<file path="src/verilog/srr_pkg.sv">
// Purpose: shared constants and types for the shift register ring counter
// Assumes: stage 0 is the first stage (A), stage 3 the last (D) of a unit
// Notes: one 8-bit chain is two 4-bit units, low unit first

package srr_pkg;

    // =========================================================
    // sizes
    localparam int UNIT_W = 4;
    localparam int CHAIN_W = 8;
    localparam int FIFO_DEPTH = 16;

    // =========================================================
    // reset values and preload patterns
    localparam logic [7:0] CHAIN_RESET = 8'h00;
    // pattern 1,0,0,0: only the first stage set
    localparam logic [3:0] RING_PRELOAD = 4'h1;
    // all-zero is a legal twisted-ring state, so recovery lands in the main loop
    localparam logic [3:0] TWIST_RECOVER = 4'h0;
    localparam int TWIST_PERIOD = 8;

    // =========================================================
    // modes of the low unit's feedback
    typedef enum logic [1:0] {
        SRR_PLAIN,
        SRR_RING,
        SRR_SELF,
        SRR_TWIST
    } srr_mode_e;

    typedef struct packed {
        logic [3:0] high;
        logic [3:0] low;
    } srr_par_s;

    // one shift step: serial bit into stage 0, others move toward the last stage
    function automatic logic [3:0] srr_shift4(input logic [3:0] v, input logic b);
        return {v[2:0], b};
    endfunction

    // first three stages all zero
    function automatic logic srr_lead_zero(input logic [3:0] v);
        return v[2:0] == 3'h0;
    endfunction

    // member of the eight-state twisted-ring sequence
    function automatic logic srr_twist_ok(input logic [3:0] v);
        case (v)
            4'h0, 4'h1, 4'h3, 4'h7, 4'hF, 4'hE, 4'hC, 4'h8: return 1'b1;
            default: return 1'b0;
        endcase
    endfunction

endpackage

</file>
<file path="src/verilog/srr_fifo.sv">
// Purpose: small first-word-fall-through fifo for chain snapshots
// Assumes: same falling clock edge as the register it serves
// Notes: head always sits in mem[0], so the output is a flip-flop

`timescale 1ns/10ps
`default_nettype none

module srr_fifo #(
    parameter int WIDTH = 8,
    parameter int DEPTH = 16
) (
    input wire logic clk,
    input wire logic rst,
    input wire logic in_valid,
    output logic in_ready,
    input wire logic [WIDTH-1:0] in_data,
    output logic out_valid,
    input wire logic out_ready,
    output logic [WIDTH-1:0] out_data
);
    localparam int CW = $clog2(DEPTH + 1);

    logic [WIDTH-1:0] mem [DEPTH];
    logic [CW-1:0] count;
    logic [CW-1:0] next_count;
    logic [CW-1:0] wr_idx;
    logic push;
    logic pop;

    assign push = in_valid && in_ready;
    assign pop = out_valid && out_ready;
    assign out_data = mem[0];

    always_comb begin
        next_count = count;
        if (push && !pop) begin
            next_count = count + CW'(1);
        end else if (pop && !push) begin
            next_count = count - CW'(1);
        end
        wr_idx = pop ? count - CW'(1) : count;
    end

    // =========================================================
    // storage: shift toward the head on pop
    always_ff @(negedge clk) begin
        for (int i = 0; i < DEPTH; i++) begin
            if (push && i == int'(wr_idx)) begin
                mem[i] <= in_data;
            end else if (pop && i < DEPTH - 1) begin
                mem[i] <= mem[i + 1];
            end
        end
    end

    // =========================================================
    // occupancy and flags
    always_ff @(negedge clk) begin
        if (rst) begin
            count <= '0;
            in_ready <= 1'b0;
            out_valid <= 1'b0;
        end else begin
            count <= next_count;
            in_ready <= int'(next_count) < DEPTH;
            out_valid <= next_count != '0;
        end
    end

endmodule

`default_nettype wire

</file>
<file path="src/verilog/srr_top.sv">
// Purpose: two cascadable 4-bit shift units, ring and twisted-ring feedback on the low unit only
// Assumes: control inputs other than the asynchronous clear_n synchronous to clk; stages move on the falling edge
// Notes: each state change except a clear or reset is pushed into a snapshot fifo; a full fifo freezes the chain

`timescale 1ns/10ps
`default_nettype none

module srr_top
    import srr_pkg::*;
(
    input wire logic clk,
    input wire logic sys_rst,
    input wire logic clear_n,
    input wire srr_mode_e mode,
    input wire logic cascade,
    input wire logic shift_load,
    input wire logic ser_in,
    input wire logic ser_in_high,
    input wire srr_par_s par,
    output logic [7:0] stage,
    output logic snap_valid,
    input wire logic snap_ready,
    output logic [7:0] snap_data
);

    // =========================================================
    // next-state selection
    logic low_serial;
    logic low_shift;
    logic [3:0] low_load;
    logic high_serial;
    logic [3:0] next_low;
    logic [3:0] next_high;
    logic fifo_ready;
    logic fifo_push;

    always_comb begin
        low_serial = ser_in;
        low_shift = shift_load;
        low_load = par.low;
        case (mode)
            SRR_PLAIN: begin
                low_serial = ser_in;
            end
            SRR_RING: begin
                low_serial = stage[3];
            end
            SRR_SELF: begin
                // zero fill, not feedback: any start empties the lead stages within three shifts
                low_serial = 1'b0;
                // feedback pulls the unit into load when the lead stages are empty
                low_shift = shift_load && !srr_lead_zero(stage[3:0]);
                low_load = RING_PRELOAD;
            end
            SRR_TWIST: begin
                low_serial = ~stage[3];
                low_shift = shift_load && srr_twist_ok(stage[3:0]);
                low_load = TWIST_RECOVER;
            end
            default: begin
                low_serial = ser_in;
            end
        endcase
        next_low = low_shift ? srr_shift4(stage[3:0], low_serial) : low_load;
        high_serial = cascade ? stage[3] : ser_in_high;
        next_high = shift_load ? srr_shift4(stage[7:4], high_serial) : par.high;
    end

    // =========================================================
    // stages: falling edge, asynchronous clear wins over everything
    // a frozen chain loses no state: the fifo refuses, so nothing is dropped
    always_ff @(negedge clk or negedge clear_n) begin
        if (!clear_n) begin
            stage <= CHAIN_RESET;
        end else if (sys_rst) begin
            stage <= CHAIN_RESET;
        end else if (fifo_ready) begin
            stage <= {next_high, next_low};
        end
    end

    // =========================================================
    // snapshot buffer
    assign fifo_push = clear_n && !sys_rst;

    srr_fifo #(
        .WIDTH(CHAIN_W),
        .DEPTH(FIFO_DEPTH)
    ) u_snap (
        .clk(clk),
        .rst(sys_rst),
        .in_valid(fifo_push),
        .in_ready(fifo_ready),
        .in_data({next_high, next_low}),
        .out_valid(snap_valid),
        .out_ready(snap_ready),
        .out_data(snap_data)
    );

    // =========================================================
    // checks
    clear_forces_zero_a: assert property (
        @(negedge clk) disable iff (sys_rst)
        !clear_n |-> stage == CHAIN_RESET
    ) else $error("clear low but stages not zero");

    clear_holds_zero_a: assert property (
        @(negedge clk) disable iff (sys_rst)
        (!clear_n && !shift_load) ##1 !clear_n |-> stage == CHAIN_RESET
    ) else $error("load overrode clear");

    serial_capture_a: assert property (
        @(negedge clk) disable iff (sys_rst || !clear_n)
        (mode == SRR_PLAIN && shift_load && fifo_ready)
            |=> stage[0] == $past(ser_in)
    ) else $error("serial input not captured");

    shift_move_a: assert property (
        @(negedge clk) disable iff (sys_rst || !clear_n)
        (shift_load && fifo_ready)
            |=> stage[7:4] == {$past(stage[6:4]), $past(high_serial)}
    ) else $error("high unit did not shift");

    low_shift_move_a: assert property (
        @(negedge clk) disable iff (sys_rst || !clear_n)
        (low_shift && fifo_ready) |=> stage[3:1] == $past(stage[2:0])
    ) else $error("low unit did not shift");

    cascade_link_a: assert property (
        @(negedge clk) disable iff (sys_rst || !clear_n)
        (cascade && shift_load && fifo_ready) |=> stage[4] == $past(stage[3])
    ) else $error("cascade bit lost");

    chain_eight_a: assert property (
        @(negedge clk) disable iff (sys_rst || !clear_n)
        (mode == SRR_PLAIN && cascade && shift_load && fifo_ready)[*8]
            |=> stage[7] == $past(ser_in, 8)
    ) else $error("serial bit not at eighth stage after eight edges");

    par_load_a: assert property (
        @(negedge clk) disable iff (sys_rst || !clear_n)
        (!shift_load && fifo_ready && mode == SRR_PLAIN)
            |=> stage == $past(par)
    ) else $error("parallel load wrong");

    ring_rotate_a: assert property (
        @(negedge clk) disable iff (sys_rst || !clear_n)
        (mode == SRR_RING && shift_load && fifo_ready)
            |=> stage[3:0] == {$past(stage[2:0]), $past(stage[3])}
    ) else $error("ring did not rotate");

    self_preload_a: assert property (
        @(negedge clk) disable iff (sys_rst || !clear_n)
        (mode == SRR_SELF && srr_lead_zero(stage[3:0]) && fifo_ready)
            |=> stage[3:0] == RING_PRELOAD
    ) else $error("self-correcting ring missed preload");

    self_reach_a: assert property (
        @(negedge clk) disable iff (sys_rst || !clear_n)
        (mode == SRR_SELF && shift_load && fifo_ready)[*4]
            |-> $onehot(stage[3:0])
    ) else $error("ring not one-hot within three shifts");

    twist_step_a: assert property (
        @(negedge clk) disable iff (sys_rst || !clear_n)
        (mode == SRR_TWIST && shift_load && fifo_ready && srr_twist_ok(stage[3:0]))
            |=> stage[3:0] == {$past(stage[2:0]), ~$past(stage[3])}
    ) else $error("twisted ring step wrong");

    twist_period_a: assert property (
        @(negedge clk) disable iff (sys_rst || !clear_n)
        (mode == SRR_TWIST && shift_load && fifo_ready && srr_twist_ok(stage[3:0]))[*8]
            |=> stage[3:0] == $past(stage[3:0], TWIST_PERIOD)
    ) else $error("twisted ring period not eight");

    twist_fix_a: assert property (
        @(negedge clk) disable iff (sys_rst || !clear_n)
        (mode == SRR_TWIST && !srr_twist_ok(stage[3:0]) && fifo_ready)
            |=> stage[3:0] == TWIST_RECOVER
    ) else $error("unused twisted state not corrected");

    stall_hold_a: assert property (
        @(negedge clk) disable iff (sys_rst || !clear_n)
        !fifo_ready |=> $stable(stage)
    ) else $error("chain moved while fifo full");

endmodule

`default_nettype wire

</file>
<file path="config.mk">
export PLATFORM = sky130hd
export DESIGN_NAME = srr_top
export DESIGN_NICKNAME = d
export VERILOG_FILES = /design/src/verilog/srr_pkg.sv /design/src/verilog/srr_fifo.sv /design/src/verilog/srr_top.sv
export SDC_FILE = /design/constraint.sdc
export NUM_CORES = 1
export LEC_CHECK = 0
export BUFFER_PORTS_ARGS = -buffer_cell sky130_fd_sc_hd__buf_4
export CORE_UTILIZATION = 50
export CTS_CLUSTER_DIAMETER = 100
export DETAILED_ROUTE_END_ITERATION = 10
export GPL_TIMING_DRIVEN = 0
export PLACE_DENSITY = 0.64
export SLEW_MARGIN = 20
export SYNTH_ARGS = -nofsm -noshare
export SYNTH_HDL_FRONTEND = slang
export SYNTH_SLANG_ARGS = --single-unit
</file>
<file path="constraint.sdc">
create_clock -name clk -period 5.33 [get_ports clk]
set_clock_uncertainty 0.2 [all_clocks]
set_input_delay 0.533 -clock clk [delete_from_list [all_inputs] [get_ports clk]]
set_output_delay 0.533 -clock clk [all_outputs]
set_load 0.01 [all_outputs]
</file>
==> reports/metrics.cfg, run 1 <==
[clock_network]
clock-root-buffer=clkbuf_16
htree_levels=4
cts_buffers=17
insertion_delay_ns=0.45
cts_tree=built
clock_sinks=143
clk_pin_slew_ns=0.05
clockBufferDepth=2
cts_hold_buf=0

[power]
clock_power_share_pct=36.0
p_sw_mw=1.49
peakVddDrop_mv=0.293
p_leak_nw=3.52
post-layout-total-power_mw=4.33
p_int_mw=2.84
pwr_density_cell_nw_per_um2=511
share_comb_of_total_power_pct=26.1
seqPwrFrac_pct=38.0
netSwitchingFraction_pct=34.5

[finish]
fin_nets=668
diodes=0
drive_above_1_share_pct=36.6
finish.utilization_pct=63.7
syn2layout_area_growth_pct=24.2
fin_area_sq_um=8480

[drt]
drtPass1Iterations=5
drcViolationCount=0
dr_wl_met2_um=7460
routed.top_layer=met4
final_antenna_net_count=0
vias_per_cell=5.42
wl_um=14900
drt-wirelength-per-cell_um=17.8
drt_first_iter_violations=255
routed-via-count=4540
wl_met1_um=6470
dr_wl_met3_um=742

[placed_design]
placedInstanceArea_sq_um=7320
gp_congestion=0.848
dpl.hpwl_um=9390
port_buffers=34
pre_cts_slack_ns=-0.630

[floorplanning]
ios=35
fp.dieW_um=119
die_h_um=119
std_cell_rows=42
die-area_sq_um=14100
initial_core_util_pct=51.3
core_area_sq_um=13300

[worst_hold_path]
hp-class=reg -> reg

[worst_setup_path]
worstPathCellList=buf_4 > nand2_1 > clkbuf_2 > o21a_1 > and4bb_2 > buf_6 > nand2_1 > o21ai_2
crit_path_end_kind=register
required_ns=2.55
cpMaxStageDelayCell=o21ai_2
crit_family=compound AO/OA/AOI/OAI gates
critPathBufInv=3
path_common_cell=nand2_1
critPathMaxStageDelay_ns=0.49
setup.worst_path.start_class=primary input
arrival_ns=2.49
critPathKind=in -> reg
worstPathMaxFanout=10

[synth]
yosysTopAreaCellShare_pct=56.3
synth_enable_flop_cells=128
ys_async_sr_fraction_pct=5.59
syn_nets=479
yosysWarnings=0
synth_area_leaders=edfxtp_1 56%, mux2_2 20%, dfrtn_1 2.9%, dfxtp_1 2.1%, o21ai_0 1.5%
syn_area_per_cell_sq_um=14.9
ys.flop_type=edfxtp_1
yosys_register_bits=143
synthDistinctLibCells=57
postSynthCellCount=459
synth.cell_area_sq_um=6820
yosysSeqAreaShare_pct=61.3
yosys.area.top_type=edfxtp_1

[global_route]
grt_first_pass_wirelength_um=23500
antenna_found_initial=0
grtUsageTotal_pct=22.4
overflow=0
grt_max_degree=17
grt_pass1_vias=4756

[timing]
tightest_slew_ns=0.810
drv_slew=0
hold_viol_final=0
worst_slack_ns=0.0648
maxSlewHeadroom_pct=45.8
rsz0062_at_grt=yes
setup_viol=0

[run_status]
status=finished, final reports clean

[run]
cap_violations=0

-- per-layer routing --
layer	vias up	track usage, %
met3	18	8.40
met5	-	0
met1	2244	26.9
met4	0	12.3
met2	125	34.8
li1	2153	-
-- cell usage after synthesis (all sizes together) (3+ instances only) --
cell	number
a21oi	25
and2	3
buf	14
clkbuf	17
dfrtn	8
dfxtp	7
edfxtp	128
inv	5
mux2	123
mux2i	4
nand2	13
nand3	8
nor2	20
nor2b	8
nor3	5
nor3b	3
o21ai	23
o31ai	4
or3	3
-- power groups by stage --
stage	Combinational (mW)	Sequential, mW	Clock (mW)
final	1.13	1.65	1.56
after global routing	1.22	1.66	1.72
after CTS	1.10	1.64	1.60
after detailed placement	1.08	1.65	0.151
after global placement	1.07	1.65	0.151
after floorplan	0.818	1.63	0.151
-- kinds of logic after synthesis --
logic type	synth area share (%)
DFF	61.3
adders and majority gates	0.367
and+or+nand+nor	6.05
muxes	20.9
buffers and inverters	2.90
xor gates and xnor gates	0.514
AOI/OAI and AO/OA	7.94
-- state kept, by name (all words and copies together) (netlist names) --
name and count:
u_snap.out_valid 1, u_snap.in_ready 1, u_snap.mem 128, stage 8
u_snap.count 5
-- worst reg2reg max path, stage by stage, from the launching register on --
cell	delay [ns]
dfxtp_1	0.33
clkbuf_1	0.34
inv_1	0.19
ha_1	0.28
xor2_1	0.28
a2bb2oi_1	0.72
nor4_1	0.17
a21oi_2	0.43
mux2_2	0.39
-- timing repair --
item,CTS,global route
gates cloned,0,0
setup buffers,0,2
endpoints found under the setup margin,114,120
resized for setup,8,11
-- layout by cell type, fill, tap and decap left out, types with 3 or more instances in the layout --
master and count:
nor2b_1 8, o21ai_4 6, a21oi_2 6, a21oi_4 6
clkinv_4 5, dfrtn_1 8, nor3b_1 3, nor2_1 19
clkbuf_1 15, nor3_1 4, inv_1 140, nand3_1 8
nand2_1 13, buf_4 45, edfxtp_1 128, buf_6 3
mux2i_1 4, mux2_2 122, o21ai_2 10, clkbuf_16 17
o31ai_1 4, inv_6 4, o21ai_0 5, inv_4 3
a21oi_1 13, and2_1 3, dfxtp_1 7
-- stage by stage --
step / hold WS (ns) / cells / TNS, ns
2_1_floorplan: 0.301 / 459 / -3.55
3_3_place_gp: 0.303 / 669 / -87.34
3_5_place_dp: 0.308 / 669 / -92.03
4_1_cts: 0.312 / 835 / -4.19
5_1_grt: 0.344 / 837 / -0.228
6_report: 0.319 / 837 / 0
-- area by class of cell --
| class | count | area [sq um] |
|---|---|---|
| flip-flops and latches | 143 | 4180 |
| well taps | 176 | 220 |
| fillers | 1019 | 4820 |
| multi-input cells | 279 | 2540 |
| plain buffers | 31 | 178 |
| clock inverters | 150 | 643 |
| clock buffers | 17 | 425 |
| repair buffers | 36 | 270 |
| inverters | 5 | 18.8 |
-- final timing paths --
check                      depth (start not counted)  slack, ns                           to                        from
min in group asynchronous                          1       2.30         stage[6]$_DFFE_NN0P_                     clear_n
setup / recovery                                   8       0.06  u_snap.mem[0][17]$_DFFE_NP_                  snap_ready
hold reg to reg                                    2       0.32         stage[4]$_DFFE_NN0P_        stage[4]$_DFFE_NN0P_
setup reg to reg                                   8       1.73   u_snap.mem[1][7]$_DFFE_NP_  u_snap.count[0]$_SDFF_NP0_
max in group asynchronous                          1       2.46         stage[1]$_DFFE_NN0P_                     clear_n
hold / removal                                     2       0.32         stage[4]$_DFFE_NN0P_        stage[4]$_DFFE_NN0P_
No activity file was read; power rests on OpenSTA's default activity.
==> inputs of run 2 (changes only) <==
--- a/config.mk
+++ b/config.mk
@@ -6,6 +6,8 @@
 export NUM_CORES = 1
 export LEC_CHECK = 0
 export BUFFER_PORTS_ARGS = -buffer_cell sky130_fd_sc_hd__buf_4
+export CORE_ASPECT_RATIO = 1.25
+export CORE_MARGIN = 5
 export CORE_UTILIZATION = 50
 export CTS_CLUSTER_DIAMETER = 100
 export DETAILED_ROUTE_END_ITERATION = 10
==> run 2 against run 1 <==
Largest cell class unchanged. Critical path depth down 2. Setup slack improved by 0.030 ns. Register-to-register slack got worse by 0.08 ns. Flip-flop and latch count is the same. Via count grew 0.31%. Critical endpoint is now u_snap.mem[0][44]$_DFFE_NP_. Sequential share of layout area fell by 0.26 points. Combinational power is essentially flat. Total power is 2.1% higher. Clock-buffer cell count unchanged. Final cell count shrank 0.72%. Clock power up 4%. Critical path type unchanged. Hold slack worse by 0.0038 ns.
==> reports/metrics.cfg, run 2 (synthesis gave the netlist of run 1 again) <==
[placed_design]
dpl.hpwl_um=10000  ; was 9390 um
placedInstanceArea_sq_um=7310  ; was 7320 sq um
port_buffers=34  ; unchanged
pre_cts_slack_ns=-0.632  ; was -0.630 ns
gp_congestion=0.893  ; was 0.848

[run_status]
status=finished, final reports clean  ; unchanged

[drt]
drcViolationCount=0  ; unchanged
vias_per_cell=5.48  ; was 5.42
wl_um=15700  ; was 14900 um
final_antenna_net_count=0  ; unchanged
routed-via-count=4554  ; was 4540
drt_first_iter_violations=323  ; was 255
drt-wirelength-per-cell_um=18.8  ; was 17.8 um
drtPass1Iterations=4  ; was 5

[worst_setup_path]
worstPathCellList=buf_4 > clkbuf_1 > nor2_1 > a21oi_1 > clkbuf_1 > mux2_2  ; was buf_4 > nand2_1 > clkbuf_2 > o21a_1 > and4bb_2 > buf_6 > nand2_1 > o21ai_2
cpMaxStageDelayCell=clkbuf_1  ; was o21ai_2
critPathMaxStageDelay_ns=0.67  ; was 0.49 ns
setup.worst_path.start_class=primary input  ; unchanged
crit_path_end_kind=register  ; unchanged
worst_r2r_endpoint=u_snap.mem[1][7]$_DFFE_NP_  ; unchanged
arrival_ns=2.68  ; was 2.49 ns
worstPathMaxFanout=10  ; unchanged
path_common_cell=clkbuf_1  ; was nand2_1
reg2reg_depth=8  ; unchanged
rr_startpoint=u_snap.count[0]$_SDFF_NP0_  ; unchanged
required_ns=2.77  ; was 2.55 ns
rrSetupSlack_ns=1.65  ; was 1.73 ns
critPathKind=in -> reg  ; unchanged

[worst_hold_path]
hp-class=reg -> reg  ; unchanged
min_from=stage[4]$_DFFE_NN0P_  ; unchanged
hold_path_depth=2  ; unchanged
whs_endpoint=stage[4]$_DFFE_NN0P_  ; unchanged

[floorplanning]
initial_core_util_pct=51.3  ; about the same
core_area_sq_um=13300  ; about the same
fp.dieW_um=114  ; was 119 um
die_h_um=141  ; was 119 um
std_cell_rows=47  ; was 42
ios=35  ; unchanged
die-area_sq_um=16100  ; was 14100 sq um

[finish]
drive_above_1_share_pct=36.4  ; was 36.6%
multiInputGateArea_sq_um=2560  ; was 2540 sq um
seq_area_sq_um=4180  ; unchanged
final_cell_mix=142 x inv_1, 128 x edfxtp_1, 122 x mux2_2, 45 x buf_4, 19 x nor2_1  ; was 140 x inv_1, 128 x edfxtp_1, 122 x mux2_2, 45 x buf_4, 19 x nor2_1
fin_nets=668  ; unchanged
max_flop_register=u_snap.mem  ; unchanged
final_common_cell=inv_1  ; unchanged
syn2layout_area_growth_pct=24.9  ; was 24.2%
largest_reg_flops=128  ; unchanged
fin_area_sq_um=8520  ; was 8480 sq um
fillers=1040  ; was 1019
reg_top3=u_snap.mem x128, stage x8, u_snap.count x5  ; unchanged
diodes=0  ; unchanged

[global_route]
antenna_found_initial=0  ; unchanged
grt_max_degree=17  ; unchanged
grt_pass1_vias=5042  ; was 4756
overflow=0  ; unchanged
grt_first_pass_wirelength_um=24600  ; was 23500 um
grtUsageTotal_pct=20.0  ; was 22.4%

[timing]
rsz0062_at_grt=no  ; was yes
tightest_slew_ns=0.907  ; was 0.810 ns
drv_slew=0  ; unchanged
setup_tns_ns=0  ; unchanged
maxSlewHeadroom_pct=39.3  ; was 45.8%
setup_viol=0  ; unchanged
worst_slack_ns=0.0947  ; was 0.0648 ns
holdWs_ns=0.315  ; was 0.319 ns
hold_viol_final=0  ; unchanged

[clock_network]
clockBufferDepth=2  ; unchanged
clock-root-buffer=clkbuf_16  ; unchanged
insertion_delay_ns=0.45  ; about the same
htree_levels=4  ; unchanged
clk_pin_slew_ns=0.05  ; about the same
cts_tree=built  ; unchanged
cts_buffers=17  ; unchanged
clock_sinks=143  ; unchanged

[power]
peakVddDrop_mv=0.264  ; was 0.293 mV
p_leak_nw=3.54  ; was 3.52 nW
pwr_density_cell_nw_per_um2=519  ; was 511 nW/um^2

[run]
cap_violations=0  ; unchanged

-- run 2: worst max-delay path: cells and delay by family --
kind / cells / cell delay (ns)
buf+inv: 3 / 1.17
compound gates: 1 / 0.59
mux: 1 / 0.30
simple gates: 1 / 0.08
-- run 2: area by class of cell --
cell class	count	share of cell area [%]
clock buffer	17	4.99
timing repair buffer	36	3.17
tap	171	2.51
inverter	5	0.220
clock inverter	149	7.87
multi-input combinational	279	30.0
sequential	143	49.1
buffer	31	2.10
-- run 2: timing repair --
action,4_1_cts,5_1_grt
gates resized for setup,8,17
hold buffers,0,0
pin swaps,0,1
gates cloned,0,0
endpoints found under the setup margin,99,120
buffers inserted,0,2
-- run 2: through the flow --
step / power (mW) / util (%) / cells
6_report: 4.42 / 64.1 / 831
5_1_grt: 4.69 / 64.1 / 831
4_1_cts: 4.43 / 63.5 / 829
3_5_place_dp: 2.90 / 55.0 / 664
3_3_place_gp: 2.87 / 55.0 / 664
2_1_floorplan: 2.60 / - / 459
-- run 2: power breakdown --
part	switching (mW)	internal (mW)	leakage [nW]
Clock	0.752	0.871	1.02
Sequential	0.0780	1.56	1.37
Combinational	0.662	0.497	1.16
Total	1.49	2.93	3.54
-- run 2: how the worst max path moves through the flow --
stage	endpoint	cells after the start	slack [ns]	start
global route	u_snap.mem[0][12]$_DFFE_NP_	6	0.02	shift_load
floorplan	u_snap.mem[0][48]$_DFFE_NP_	7	-0.08	snap_ready
finish	u_snap.mem[0][44]$_DFFE_NP_	6	0.09	shift_load
detailed placement	u_snap.mem[1][20]$_DFFE_NP_	7	-0.63	snap_ready
global placement	u_snap.mem[1][28]$_DFFE_NP_	7	-0.56	snap_ready
CTS	u_snap.mem[1][28]$_DFFE_NP_	7	-0.15	snap_ready
-- run 2: per-layer routing --
layer  GRT usage (%)  up-vias  share of wire (%)
met2            33.8      101                 53
li1                -     2146                  -
met3            6.77       22                3.6
met5               0        -                  0
met1            21.6     2285                 42
met4            11.3        0                1.5
